==> config.mk <==
export PLATFORM = sky130hd
export DESIGN_NAME = mcfl_core
export DESIGN_NICKNAME = d
export VERILOG_FILES = /design/src/hdl/mcfl_pkg.sv /design/src/hdl/mcfl_core.sv
export VERILOG_INCLUDE_DIRS = /design/src /design/src/hdl
export SDC_FILE = /design/constraint.sdc
export NUM_CORES = 2
export LEC_CHECK = 0
export BUFFER_PORTS_ARGS = -buffer_cell sky130_fd_sc_hd__buf_2
export CAP_MARGIN = 20
export CELL_PAD_IN_SITES_DETAIL_PLACEMENT = 0
export CELL_PAD_IN_SITES_GLOBAL_PLACEMENT = 1
export CORE_MARGIN = 4
export CORE_UTILIZATION = 49
export CTS_CLUSTER_DIAMETER = 80
export DETAILED_ROUTE_END_ITERATION = 7
export GPL_TIMING_DRIVEN = 0
export PLACE_DENSITY_LB_ADDON = 0.1
export SLEW_MARGIN = 20
export SYNTH_ARGS = -nofsm -noshare
export SYNTH_HDL_FRONTEND = slang
export SYNTH_SLANG_ARGS = --single-unit
==> constraint.sdc <==
create_clock -name clock_in -period 11.93 [get_ports clock_in]
set_input_delay 1.193 -clock clock_in [delete_from_list [all_inputs] [get_ports clock_in]]
set_output_delay 1.193 -clock clock_in [all_outputs]
set_load 0.03 [all_outputs]
==> src/hdl/mcfl_regs.svh <==
/*
  Register offsets, field positions, reset values and timing figures of the
  motor current foldback and logs block.
  Assumes a byte-addressed 8-bit register port with 32-bit words.
*/
`ifndef MCFL_REGS_SVH
`define MCFL_REGS_SVH

// register byte offsets
`define MCFL_OFS_MAX_CUR    8'h00
`define MCFL_OFS_FB_TIME    8'h04
`define MCFL_OFS_FB_LEVEL   8'h08
`define MCFL_OFS_FB_THR     8'h0C
`define MCFL_OFS_COMP       8'h10
`define MCFL_OFS_CTRL       8'h14
`define MCFL_OFS_TORQUE     8'h18
`define MCFL_OFS_DAMP       8'h1C
`define MCFL_OFS_SVC_INT    8'h20
`define MCFL_OFS_SVC_LOG    8'h24
`define MCFL_OFS_HOURS      8'h28
`define MCFL_OFS_CMD        8'h2C
`define MCFL_OFS_STATUS     8'h30
`define MCFL_LOG_BASE_SEL   3'h2

// control and command bit positions
`define MCFL_CTRL_INV_L     0
`define MCFL_CTRL_INV_R     1
`define MCFL_CTRL_SWAP      2
`define MCFL_CMD_CLR_HOURS  0
`define MCFL_CMD_ERASE_LOG  1

// setting ranges and reset values
`define MCFL_MAX_LO         8'h14
`define MCFL_MAX_HI         8'h32
`define MCFL_TIME_LO        8'h01
`define MCFL_TIME_HI        8'hFA
`define MCFL_LEVEL_LO       8'h19
`define MCFL_LEVEL_HI       8'h64
`define MCFL_PCT_HI         8'h64
`define MCFL_THR_LO         8'h14
`define MCFL_RST_MAX        6'h32
`define MCFL_RST_TIME       8'h0F
`define MCFL_RST_LEVEL      7'h64
`define MCFL_RST_THR        6'h28

// timing
`define MCFL_CLK_HZ         100000000
`define MCFL_TICK_S         1
`define MCFL_HOUR_S         3600
`define MCFL_COOL_MUL       5

`endif

==> src/hdl/mcfl_pkg.sv <==
/*
  Types of the motor current foldback and logs block.
  Assumes mcfl_regs.svh for all figures.
*/
`default_nettype none

package mcfl_pkg;

	typedef struct packed {
		logic [5:0] cfg_max;
		logic [7:0] fb_time;
		logic [6:0] fb_level;
		logic [5:0] fb_thr;
		logic [7:0] comp;
		logic inv_l;
		logic inv_r;
		logic swap;
		logic [6:0] torque;
		logic [6:0] damp;
		logic [13:0] svc_int;
		logic [15:0] svc_log;
		logic [15:0] hours;
		logic [11:0] sec_in_hour;
		logic [26:0] tick;
		logic [7:0] fb_sec;
		logic [10:0] cool;
		logic fb_active;
		logic boost_on;
		logic [8:0] limit;
		logic [15:0] filt_l;
		logic [15:0] filt_r;
		logic [7:0] drv_l;
		logic [7:0] drv_r;
		logic [7:0][7:0] log_code;
		logic [7:0][7:0] log_cnt;
		logic [31:0] rdata;
	} mcfl_state_t;

endpackage

`default_nettype wire

==> src/hdl/mcfl_core.sv <==
/*
  Motor output policy and memory functions: current limit with timed
  foldback, stall boost, tremor damping, channel invert and swap, usage
  hours, diagnostic log and service log, all behind a strobe register port.
  Assumes the current sample, stall flag, joystick flag and fault events
  come from logic on clock_in, and that the master keeps the strobe rules.
*/
// Notes on behaviour
// - max current limit settable 20 to 50 A in 1 A steps
// - foldback time settable 1 to 250 seconds
// - foldback level settable 25 to 100 percent of max current
// - foldback threshold settable from 20 A up to max current
// - current over threshold longer than time caps output at level
// - reduced limit held for five times the foldback time, then full
// - level of 100 percent keeps the limit at full max in foldback, but stall boost stays off
// - left invert reverses left output polarity
// - right invert reverses right output polarity
// - swap exchanges left and right drives
// - stall outside foldback raises limit by torque percent, zero adds nothing
// - damping 0 to 100 percent, some damping always remains
// - usage hours count only while joystick deflected
// - clear command zeroes usage hours
// - log keeps counts of the eight latest distinct problems, readable
// - erase command clears the whole log
// - writing service interval copies usage hours into service log
// - programmer can read and clear timer and log
`timescale 1ns/10ps
`default_nettype none
`include "mcfl_regs.svh"

module mcfl_core
	import mcfl_pkg::*;
#(
	parameter int TICK_CYCLES = `MCFL_TICK_S * `MCFL_CLK_HZ
) (
	// clock and reset
	input wire logic clock_in,
	input wire logic rst_in,
	// register port
	input wire logic [7:0] reg_addr_in,
	input wire logic [31:0] reg_wdata_in,
	input wire logic reg_wr_in,
	input wire logic reg_rd_in,
	output logic [31:0] reg_rdata_out,
	// motor side
	input wire logic [7:0] motor_current_in,
	input wire logic stall_in,
	input wire logic [7:0] left_motor_channel_in,
	input wire logic [7:0] right_motor_channel_in,
	output logic [8:0] current_limit_out,
	output logic [7:0] left_motor_channel_out,
	output logic [7:0] right_motor_channel_out,
	output logic [7:0] comp_out,
	output logic foldback_active_out,
	// usage and problems
	input wire logic joystick_deflected_in,
	input wire logic fault_event_in,
	input wire logic [7:0] fault_code_in
);

	mcfl_state_t s;
	mcfl_state_t n;

	logic over;
	logic tick_hit;
	logic hour_roll;
	logic cmd_wr;
	logic [10:0] cool_lim;
	logic [8:0] full;
	logic [8:0] fold;
	logic [8:0] boost;
	logic [15:0] prod;
	logic [2:0] sh;
	logic [7:0] tmp;
	logic hit;
	logic [2:0] hit_idx;
	logic [7:0] pre_l;
	logic [7:0] pre_r;

	function automatic logic [7:0] clampv(input logic [7:0] v, input logic [7:0] lo,
		input logic [7:0] hi);
		clampv = (v < lo) ? lo : ((v > hi) ? hi : v);
	endfunction

	// first-order low pass; shift never below one keeps some damping
	function automatic logic [15:0] lowpass(input logic [15:0] f, input logic [7:0] x,
		input logic [2:0] k);
		logic signed [16:0] diff;
		logic signed [16:0] step;
		diff = $signed({x[7], x, 8'h00}) - $signed({f[15], f});
		step = diff >>> k;
		lowpass = f + step[15:0];
	endfunction

	// saturating negate so full reverse maps to full forward 7F instead of wrapping back to full reverse
	function automatic logic [7:0] neg8(input logic [7:0] x);
		neg8 = (x == 8'h80) ? 8'h7F : (~x + 8'h01);
	endfunction

	always_comb begin
		n = s;
		tmp = 8'h00;
		hit = 1'b0;
		hit_idx = 3'h0;
		cmd_wr = reg_wr_in && (reg_addr_in == `MCFL_OFS_CMD);
		over = motor_current_in > {2'h0, s.fb_thr};
		tick_hit = s.tick == 27'(TICK_CYCLES - 1);
		n.tick = tick_hit ? 27'h0 : s.tick + 27'h1;
		cool_lim = 11'({3'h0, s.fb_time} * 11'(`MCFL_COOL_MUL));

		// foldback timer and cool-down
		if (!s.fb_active) begin
			if (!over) begin
				n.fb_sec = 8'h00;
			end else if (tick_hit) begin
				if (s.fb_sec + 8'h01 >= s.fb_time) begin
					n.fb_active = 1'b1;
					n.cool = 11'h000;
				end else begin
					n.fb_sec = s.fb_sec + 8'h01;
				end
			end
		end else if (tick_hit) begin
			if (s.cool + 11'h001 >= cool_lim) begin
				n.fb_active = 1'b0;
				n.fb_sec = 8'h00;
			end else begin
				n.cool = s.cool + 11'h001;
			end
		end

		// usage hours; a clear in the roll cycle still keeps the new hour
		hour_roll = tick_hit && joystick_deflected_in
			&& (s.sec_in_hour == 12'(`MCFL_HOUR_S - 1));
		if (tick_hit && joystick_deflected_in) begin
			n.sec_in_hour = hour_roll ? 12'h000 : s.sec_in_hour + 12'h001;
		end
		if (cmd_wr && reg_wdata_in[`MCFL_CMD_CLR_HOURS]) begin
			n.hours = 16'h0000;
			if (!hour_roll) begin
				n.sec_in_hour = 12'h000;
			end
		end
		if (hour_roll) begin
			n.hours = n.hours + 16'h0001;
		end

		// settings other than comp, control and service interval, clamped to their legal ranges
		if (reg_wr_in) begin
			if (reg_addr_in == `MCFL_OFS_MAX_CUR) begin
				tmp = clampv(reg_wdata_in[7:0], `MCFL_MAX_LO, `MCFL_MAX_HI);
				n.cfg_max = tmp[5:0];
			end else if (reg_addr_in == `MCFL_OFS_FB_TIME) begin
				n.fb_time = clampv(reg_wdata_in[7:0], `MCFL_TIME_LO, `MCFL_TIME_HI);
			end else if (reg_addr_in == `MCFL_OFS_FB_LEVEL) begin
				tmp = clampv(reg_wdata_in[7:0], `MCFL_LEVEL_LO, `MCFL_LEVEL_HI);
				n.fb_level = tmp[6:0];
			end else if (reg_addr_in == `MCFL_OFS_FB_THR) begin
				tmp = clampv(reg_wdata_in[7:0], `MCFL_THR_LO, {2'h0, s.cfg_max});
				n.fb_thr = tmp[5:0];
			end else if (reg_addr_in == `MCFL_OFS_COMP) begin
				n.comp = reg_wdata_in[7:0]; // range is the programmer's duty
			end else if (reg_addr_in == `MCFL_OFS_CTRL) begin
				n.inv_l = reg_wdata_in[`MCFL_CTRL_INV_L];
				n.inv_r = reg_wdata_in[`MCFL_CTRL_INV_R];
				n.swap = reg_wdata_in[`MCFL_CTRL_SWAP];
			end else if (reg_addr_in == `MCFL_OFS_TORQUE) begin
				tmp = clampv(reg_wdata_in[7:0], 8'h00, `MCFL_PCT_HI);
				n.torque = tmp[6:0];
			end else if (reg_addr_in == `MCFL_OFS_DAMP) begin
				tmp = clampv(reg_wdata_in[7:0], 8'h00, `MCFL_PCT_HI);
				n.damp = tmp[6:0];
			end else if (reg_addr_in == `MCFL_OFS_SVC_INT) begin
				n.svc_int = reg_wdata_in[13:0];
				n.svc_log = s.hours;
			end
		end
		// lowering the max drags the threshold with it
		if (n.fb_thr > n.cfg_max) begin
			n.fb_thr = n.cfg_max;
		end

		// diagnostic log: erase first so a same-cycle problem is kept
		if (cmd_wr && reg_wdata_in[`MCFL_CMD_ERASE_LOG]) begin
			n.log_cnt = '0;
			n.log_code = '0;
		end
		if (fault_event_in) begin
			for (int i = 0; i < 8; i++) begin
				if (!hit && n.log_cnt[i] != 8'h00 && n.log_code[i] == fault_code_in) begin
					hit = 1'b1;
					hit_idx = 3'(i);
				end
			end
			if (hit) begin
				if (n.log_cnt[hit_idx] != 8'hFF) begin
					n.log_cnt[hit_idx] = n.log_cnt[hit_idx] + 8'h01;
				end
			end else begin
				for (int i = 7; i > 0; i--) begin
					n.log_code[i] = n.log_code[i - 1];
					n.log_cnt[i] = n.log_cnt[i - 1];
				end
				n.log_code[0] = fault_code_in;
				n.log_cnt[0] = 8'h01;
			end
		end

		// current limit in half amps so 12.5 A is exact
		full = {2'h0, s.cfg_max, 1'b0};
		prod = 16'(full) * {9'h000, s.fb_level};
		fold = 9'(prod / 16'h0064);
		prod = 16'(full) * {9'h000, s.torque};
		boost = 9'(prod / 16'h0064);
		n.boost_on = stall_in && !s.fb_active && (s.torque != 7'h00);
		if (s.fb_active) begin
			n.limit = (fold < full) ? fold : full;
		end else if (stall_in) begin
			n.limit = full + boost;
		end else begin
			n.limit = full;
		end

		// damping then routing; swap precedes the per-output invert
		sh = 3'h1 + 3'(s.damp / 7'h19);
		n.filt_l = lowpass(s.filt_l, left_motor_channel_in, sh);
		n.filt_r = lowpass(s.filt_r, right_motor_channel_in, sh);
		pre_l = s.swap ? s.filt_r[15:8] : s.filt_l[15:8];
		pre_r = s.swap ? s.filt_l[15:8] : s.filt_r[15:8];
		n.drv_l = s.inv_l ? neg8(pre_l) : pre_l;
		n.drv_r = s.inv_r ? neg8(pre_r) : pre_r;

		// read data for the next cycle only
		n.rdata = 32'h0000_0000;
		if (reg_rd_in) begin
			if (reg_addr_in == `MCFL_OFS_MAX_CUR) begin
				n.rdata = {26'h0, s.cfg_max};
			end else if (reg_addr_in == `MCFL_OFS_FB_TIME) begin
				n.rdata = {24'h0, s.fb_time};
			end else if (reg_addr_in == `MCFL_OFS_FB_LEVEL) begin
				n.rdata = {25'h0, s.fb_level};
			end else if (reg_addr_in == `MCFL_OFS_FB_THR) begin
				n.rdata = {26'h0, s.fb_thr};
			end else if (reg_addr_in == `MCFL_OFS_COMP) begin
				n.rdata = {24'h0, s.comp};
			end else if (reg_addr_in == `MCFL_OFS_CTRL) begin
				n.rdata = {29'h0, s.swap, s.inv_r, s.inv_l};
			end else if (reg_addr_in == `MCFL_OFS_TORQUE) begin
				n.rdata = {25'h0, s.torque};
			end else if (reg_addr_in == `MCFL_OFS_DAMP) begin
				n.rdata = {25'h0, s.damp};
			end else if (reg_addr_in == `MCFL_OFS_SVC_INT) begin
				n.rdata = {18'h0, s.svc_int};
			end else if (reg_addr_in == `MCFL_OFS_SVC_LOG) begin
				n.rdata = {16'h0, s.svc_log};
			end else if (reg_addr_in == `MCFL_OFS_HOURS) begin
				n.rdata = {16'h0, s.hours};
			end else if (reg_addr_in == `MCFL_OFS_STATUS) begin
				n.rdata = {30'h0, s.boost_on, s.fb_active};
			end else if (reg_addr_in[7:5] == `MCFL_LOG_BASE_SEL) begin
				n.rdata = {16'h0, s.log_code[reg_addr_in[4:2]],
					s.log_cnt[reg_addr_in[4:2]]};
			end
		end
	end

	always_ff @(posedge clock_in or posedge rst_in) begin
		if (rst_in) begin
			s <= '0;
			s.cfg_max <= `MCFL_RST_MAX;
			s.fb_time <= `MCFL_RST_TIME;
			s.fb_level <= `MCFL_RST_LEVEL;
			s.fb_thr <= `MCFL_RST_THR;
			s.limit <= {2'h0, `MCFL_RST_MAX, 1'b0};
		end else begin
			s <= n;
		end
	end

	assign reg_rdata_out = s.rdata;
	assign current_limit_out = s.limit;
	assign left_motor_channel_out = s.drv_l;
	assign right_motor_channel_out = s.drv_r;
	assign comp_out = s.comp;
	assign foldback_active_out = s.fb_active;

	a_engage_needs_over: assert property (@(posedge clock_in) disable iff (rst_in)
		$rose(s.fb_active) |-> $past(over) && $past(tick_hit))
		else $error("foldback engaged without over-threshold current");

	a_timer_restart: assert property (@(posedge clock_in) disable iff (rst_in)
		(!s.fb_active && !over) |=> (s.fb_sec == 8'h00))
		else $error("foldback timer not restarted below threshold");

	a_cool_hold: assert property (@(posedge clock_in) disable iff (rst_in)
		(s.fb_active && !(tick_hit && (s.cool + 11'h001 >= cool_lim)))
		|=> s.fb_active)
		else $error("foldback released before cool-down ended");

	a_level_full_limit: assert property (@(posedge clock_in) disable iff (rst_in)
		(s.fb_active && s.fb_level == 7'h64)
		|=> (s.limit == {2'h0, $past(s.cfg_max), 1'b0}))
		else $error("full level still reduced the limit");

	a_fold_limit: assert property (@(posedge clock_in) disable iff (rst_in)
		s.fb_active |=> (s.limit <= {2'h0, $past(s.cfg_max), 1'b0}))
		else $error("limit above max during foldback");

	a_zero_torque: assert property (@(posedge clock_in) disable iff (rst_in)
		(stall_in && s.torque == 7'h00 && !s.fb_active)
		|=> (s.limit == {2'h0, $past(s.cfg_max), 1'b0}))
		else $error("zero torque setting added boost");

	a_hours_stop: assert property (@(posedge clock_in) disable iff (rst_in)
		(!joystick_deflected_in && !cmd_wr) |=> $stable(s.hours))
		else $error("hours moved with joystick released");

	a_hours_clear: assert property (@(posedge clock_in) disable iff (rst_in)
		(cmd_wr && reg_wdata_in[`MCFL_CMD_CLR_HOURS] && !hour_roll)
		|=> (s.hours == 16'h0000))
		else $error("clear did not zero the hours");

	a_log_erase: assert property (@(posedge clock_in) disable iff (rst_in)
		(cmd_wr && reg_wdata_in[`MCFL_CMD_ERASE_LOG] && !fault_event_in)
		|=> (s.log_cnt == '0) && (s.log_code == '0))
		else $error("erase left log entries");

	a_service_copy: assert property (@(posedge clock_in) disable iff (rst_in)
		(reg_wr_in && reg_addr_in == `MCFL_OFS_SVC_INT)
		|=> (s.svc_log == $past(s.hours)))
		else $error("service log missed the hours");

	a_swap_route: assert property (@(posedge clock_in) disable iff (rst_in)
		(s.swap && !s.inv_l) |=> (s.drv_l == $past(s.filt_r[15:8])))
		else $error("swap did not route right drive to left");

	a_read_late: assert property (@(posedge clock_in) disable iff (rst_in)
		!reg_rd_in |=> (reg_rdata_out == 32'h0000_0000))
		else $error("read data outside the answer cycle");

endmodule // mcfl_core

`default_nettype wire

==> results_dict.tcl <==
set metrics [dict create \
    viasPerCell 6.088 \
    core_sq_mm 0.06058 \
    routedWlPerCell_um 21.01 \
    cts_resized 0 \
    relSlewSlack_pct 16.78 \
    fillCellCount 5608 \
    grt_pass1_wl_mm 148.2 \
    clk_pin_slew_worst_paths_ns 0.06 \
    synth_edf_count 0 \
    tightest_slew_ns 1.237 \
    avgSynthCellArea_sq_um 8.629 \
    worst_setup_path_start_kind "flip-flop" \
    cp_top_family "compound AO/OA/AOI/OAI gates" \
    dr.pass1.iters 7 \
    area_growth_pct 10.62 \
    rows 90 \
    io_buffers 97 \
    path_buf_inv 7 \
    fin_util_pct 54.99 \
    synthCells 3490 \
    drc_errors 0 \
    max_stage_delay_ns 0.55 \
    post-route-period-util_pct 87.49 \
    preCtsSetupSlack_ns 1.530 \
    period_minus_slack_ns 10.44 \
    end_kind "flip-flop" \
    synth_cell_types 119 \
    final_max_slew_viol_count 0 \
    die_h_um 255.9 \
    multi_input_area_sq_mm 0.01929 \
    cts.sinks 359 \
    gr-total-overflow 0 \
    hold_violations 0 \
    cts_tree "done" \
    io_pins 145 \
    cts_made_buffers 44 \
    ff_latch_area_sq_mm 0.009002 \
    fmax_mhz 95.81 \
    vias 27230 \
    hold-path-cell-count 1 \
    htreeDepth 2 \
    dpl.hpwl_mm 72.15 \
    fin_ws_ns 1.493 \
    fin_cells 4473 \
    vdd_drop_max_mv 0.1870 \
    crit_slowest_cell "fa_1" \
    cts_buffer_depth 3 \
    drt-initial-drc-count 2402 \
    rsz0062_at_grt "false" \
    die_w_um 255.9 \
    synthArstFlopShare_pct 100.0 \
    critPathMaxFanout 10 \
    ys_seq_elements 359 \
    r2r_slack_ns 1.49 \
    outcome "complete, no violations" \
    initial_core_util_pct 49.71 \
    root_buffer "clkbuf_16" \
    grt.total_usage_pct 27.72 \
    cp-startpoint "full[6]" \
    holdBufCountCts 0 \
    ant_nets 0 \
    p_leak_uw 0.01507 \
    clkLatencyLatePin_ns 0.58 \
    cts_setup_buffers 0 \
    final_nets 3941 \
    arrival_ns 10.92 \
    p_per_area_mw_per_mm2 180.1 \
    ff2ff_path_depth 41 \
    finalWeightedCongestion 0.9730 \
    hp-class "flip-flop to flip-flop" \
    cp.required_ns 12.41 \
    grt_start_max_net_pins 90 \
    maxCapViolCount 0 \
    fin_area_sq_mm 0.03331 \
    grt_pass1_vias 26470 \
    wl_mm 93.97 \
    ys_warn_count 0 \
    path_common_cell "nand2_1" \
    drive_above_1_share_pct 13.07 \
    setup-violations-final 0 \
    path_depth 41 \
    worstSetupPathType "flip-flop to flip-flop" \
    finClkSkew_ns 0.01842 \
    place_area_sq_mm 0.03175 \
    timing.rr.start "full[6]" \
    synth-seq-area-share_pct 29.89 \
    dieArea_sq_mm 0.06549 \
    antenna_found_initial 9 \
    synth_ff_type "dfrtp_1" \
    placedCellCount 4388 \
    hold_start "s[242]" \
    mappedNetlistArea_sq_mm 0.03012 \
]
## final cells by class
type | instances | area share (%)
Inverter | 174 | 1.983
Buffer | 241 | 3.703
Clock buffer | 62 | 3.876
Clock inverter | 19 | 0.7549
Sequential cell | 359 | 27.02
Antenna cell | 3 | 0.02254
Multi-Input combinational cell | 2731 | 57.90
Timing Repair Buffer | 102 | 1.803
Tap cell | 782 | 2.937
## cells by family (layout without fill, tap and decap cells)
family | Yosys count | count (layout) | synth area share [%]
other cells | 1 | 19 | 0.01245
compound gates | 947 | 947 | 21.25
simple gates | 1149 | 1149 | 18.16
buf+inv | 415 | 598 | 6.265
xor+xnor | 222 | 222 | 6.656
flops | 359 | 359 | 29.89
fa+ha+maj | 214 | 214 | 9.996
mux | 183 | 183 | 7.769
## synth_stat cells, types with 65 or more instances
cell      instances  share of area, %
dfrtp_1         344                29
mux2i_1          74               2.5
inv_1           173               2.2
and2_1           76               1.6
a22oi_1          65               1.6
o22ai_1          73               1.5
nor2_1          208               2.6
xor2_1           79               2.3
nand3_1         107               1.8
buf_4            74               1.8
nand2_1         445               5.5
ha_1            163               6.8
clkbuf_1        124               1.5
mux2_2           76               2.8
xnor2_1         138               4.0
o21ai_0         196               3.3
a21oi_1         251               4.2
## path summary, 6_finish.rpt
path,endpoint
max,current_limit_out[5]
min in group asynchronous,s[271]
min reg2reg,s[242]
max in group asynchronous,s[201]
min,s[242]
max reg2reg,current_limit_out[5]
## cell usage in the layout (no fill, tap or decap), types with 18 or more instances in the layout
cell       instances
and3_1            34
buf_2            117
ha_1             163
and2_1            76
fa_1              46
xor2_1            79
nor3_1            56
nor2b_1           30
nand3_1          107
a211oi_1          31
mux4_2            32
nand4_1           33
mux2_2            76
inv_1            172
nand2_1          445
a21oi_1          251
o21bai_1          35
o22ai_1           73
clkbuf_1         132
buf_4             74
dfrtp_1          344
o21ai_0          196
nor4_1            36
nand2b_1          41
a21o_1            21
clkbuf_16         46
xnor2_1          138
a22oi_1           65
a31oi_1           37
mux2i_1           74
nor2_1           208
buf_1             18
## per-layer routing
metal  share of wire [%]  up-vias  track usage (%)
met3                 7.3      162            4.759
met2                  46      964            44.01
met1                  44    13270            38.82
li1                    -    12830                -
met4                 3.0        4            8.807
met5               0.029        -                0
## registers in the layout, indices dropped and copies added, names as in the netlist
register,flops
s,303
current_limit_out,9
reg_rdata_out,16
comp_out,8
left_motor_channel_out,8
foldback_active_out,1
full,6
right_motor_channel_out,8
## metrics by stage
step                      hold slack [ns]  power (uW)  setup TNS, ns
after floorplan                    0.4461        3890              0
after global placement             0.4646        4473       -1126.32
after detailed placement           0.4739        4556              0
after CTS                          0.4818        6018              0
after global routing               0.5045        6447              0
final                              0.4819        6001              0
## report_power, final
group | internal [uW] | total [uW] | switching, uW
registers | 1440 | 1690 | 250
clock network | 866 | 1430 | 563
logic | 1230 | 2880 | 1660
total | 3530 | 6000 | 2470
## worst register-to-register path, delay by kind of cell (launching register included)
family	cells	cell delay (ns)
fa+ha+maj	6	2.48
xor+xnor	2	0.39
flops	1	0.53
simple gates	13	2.33
buf+inv	7	1.53
compound gates	13	3.09
Note: power is estimated with default switching activity, not from simulation.
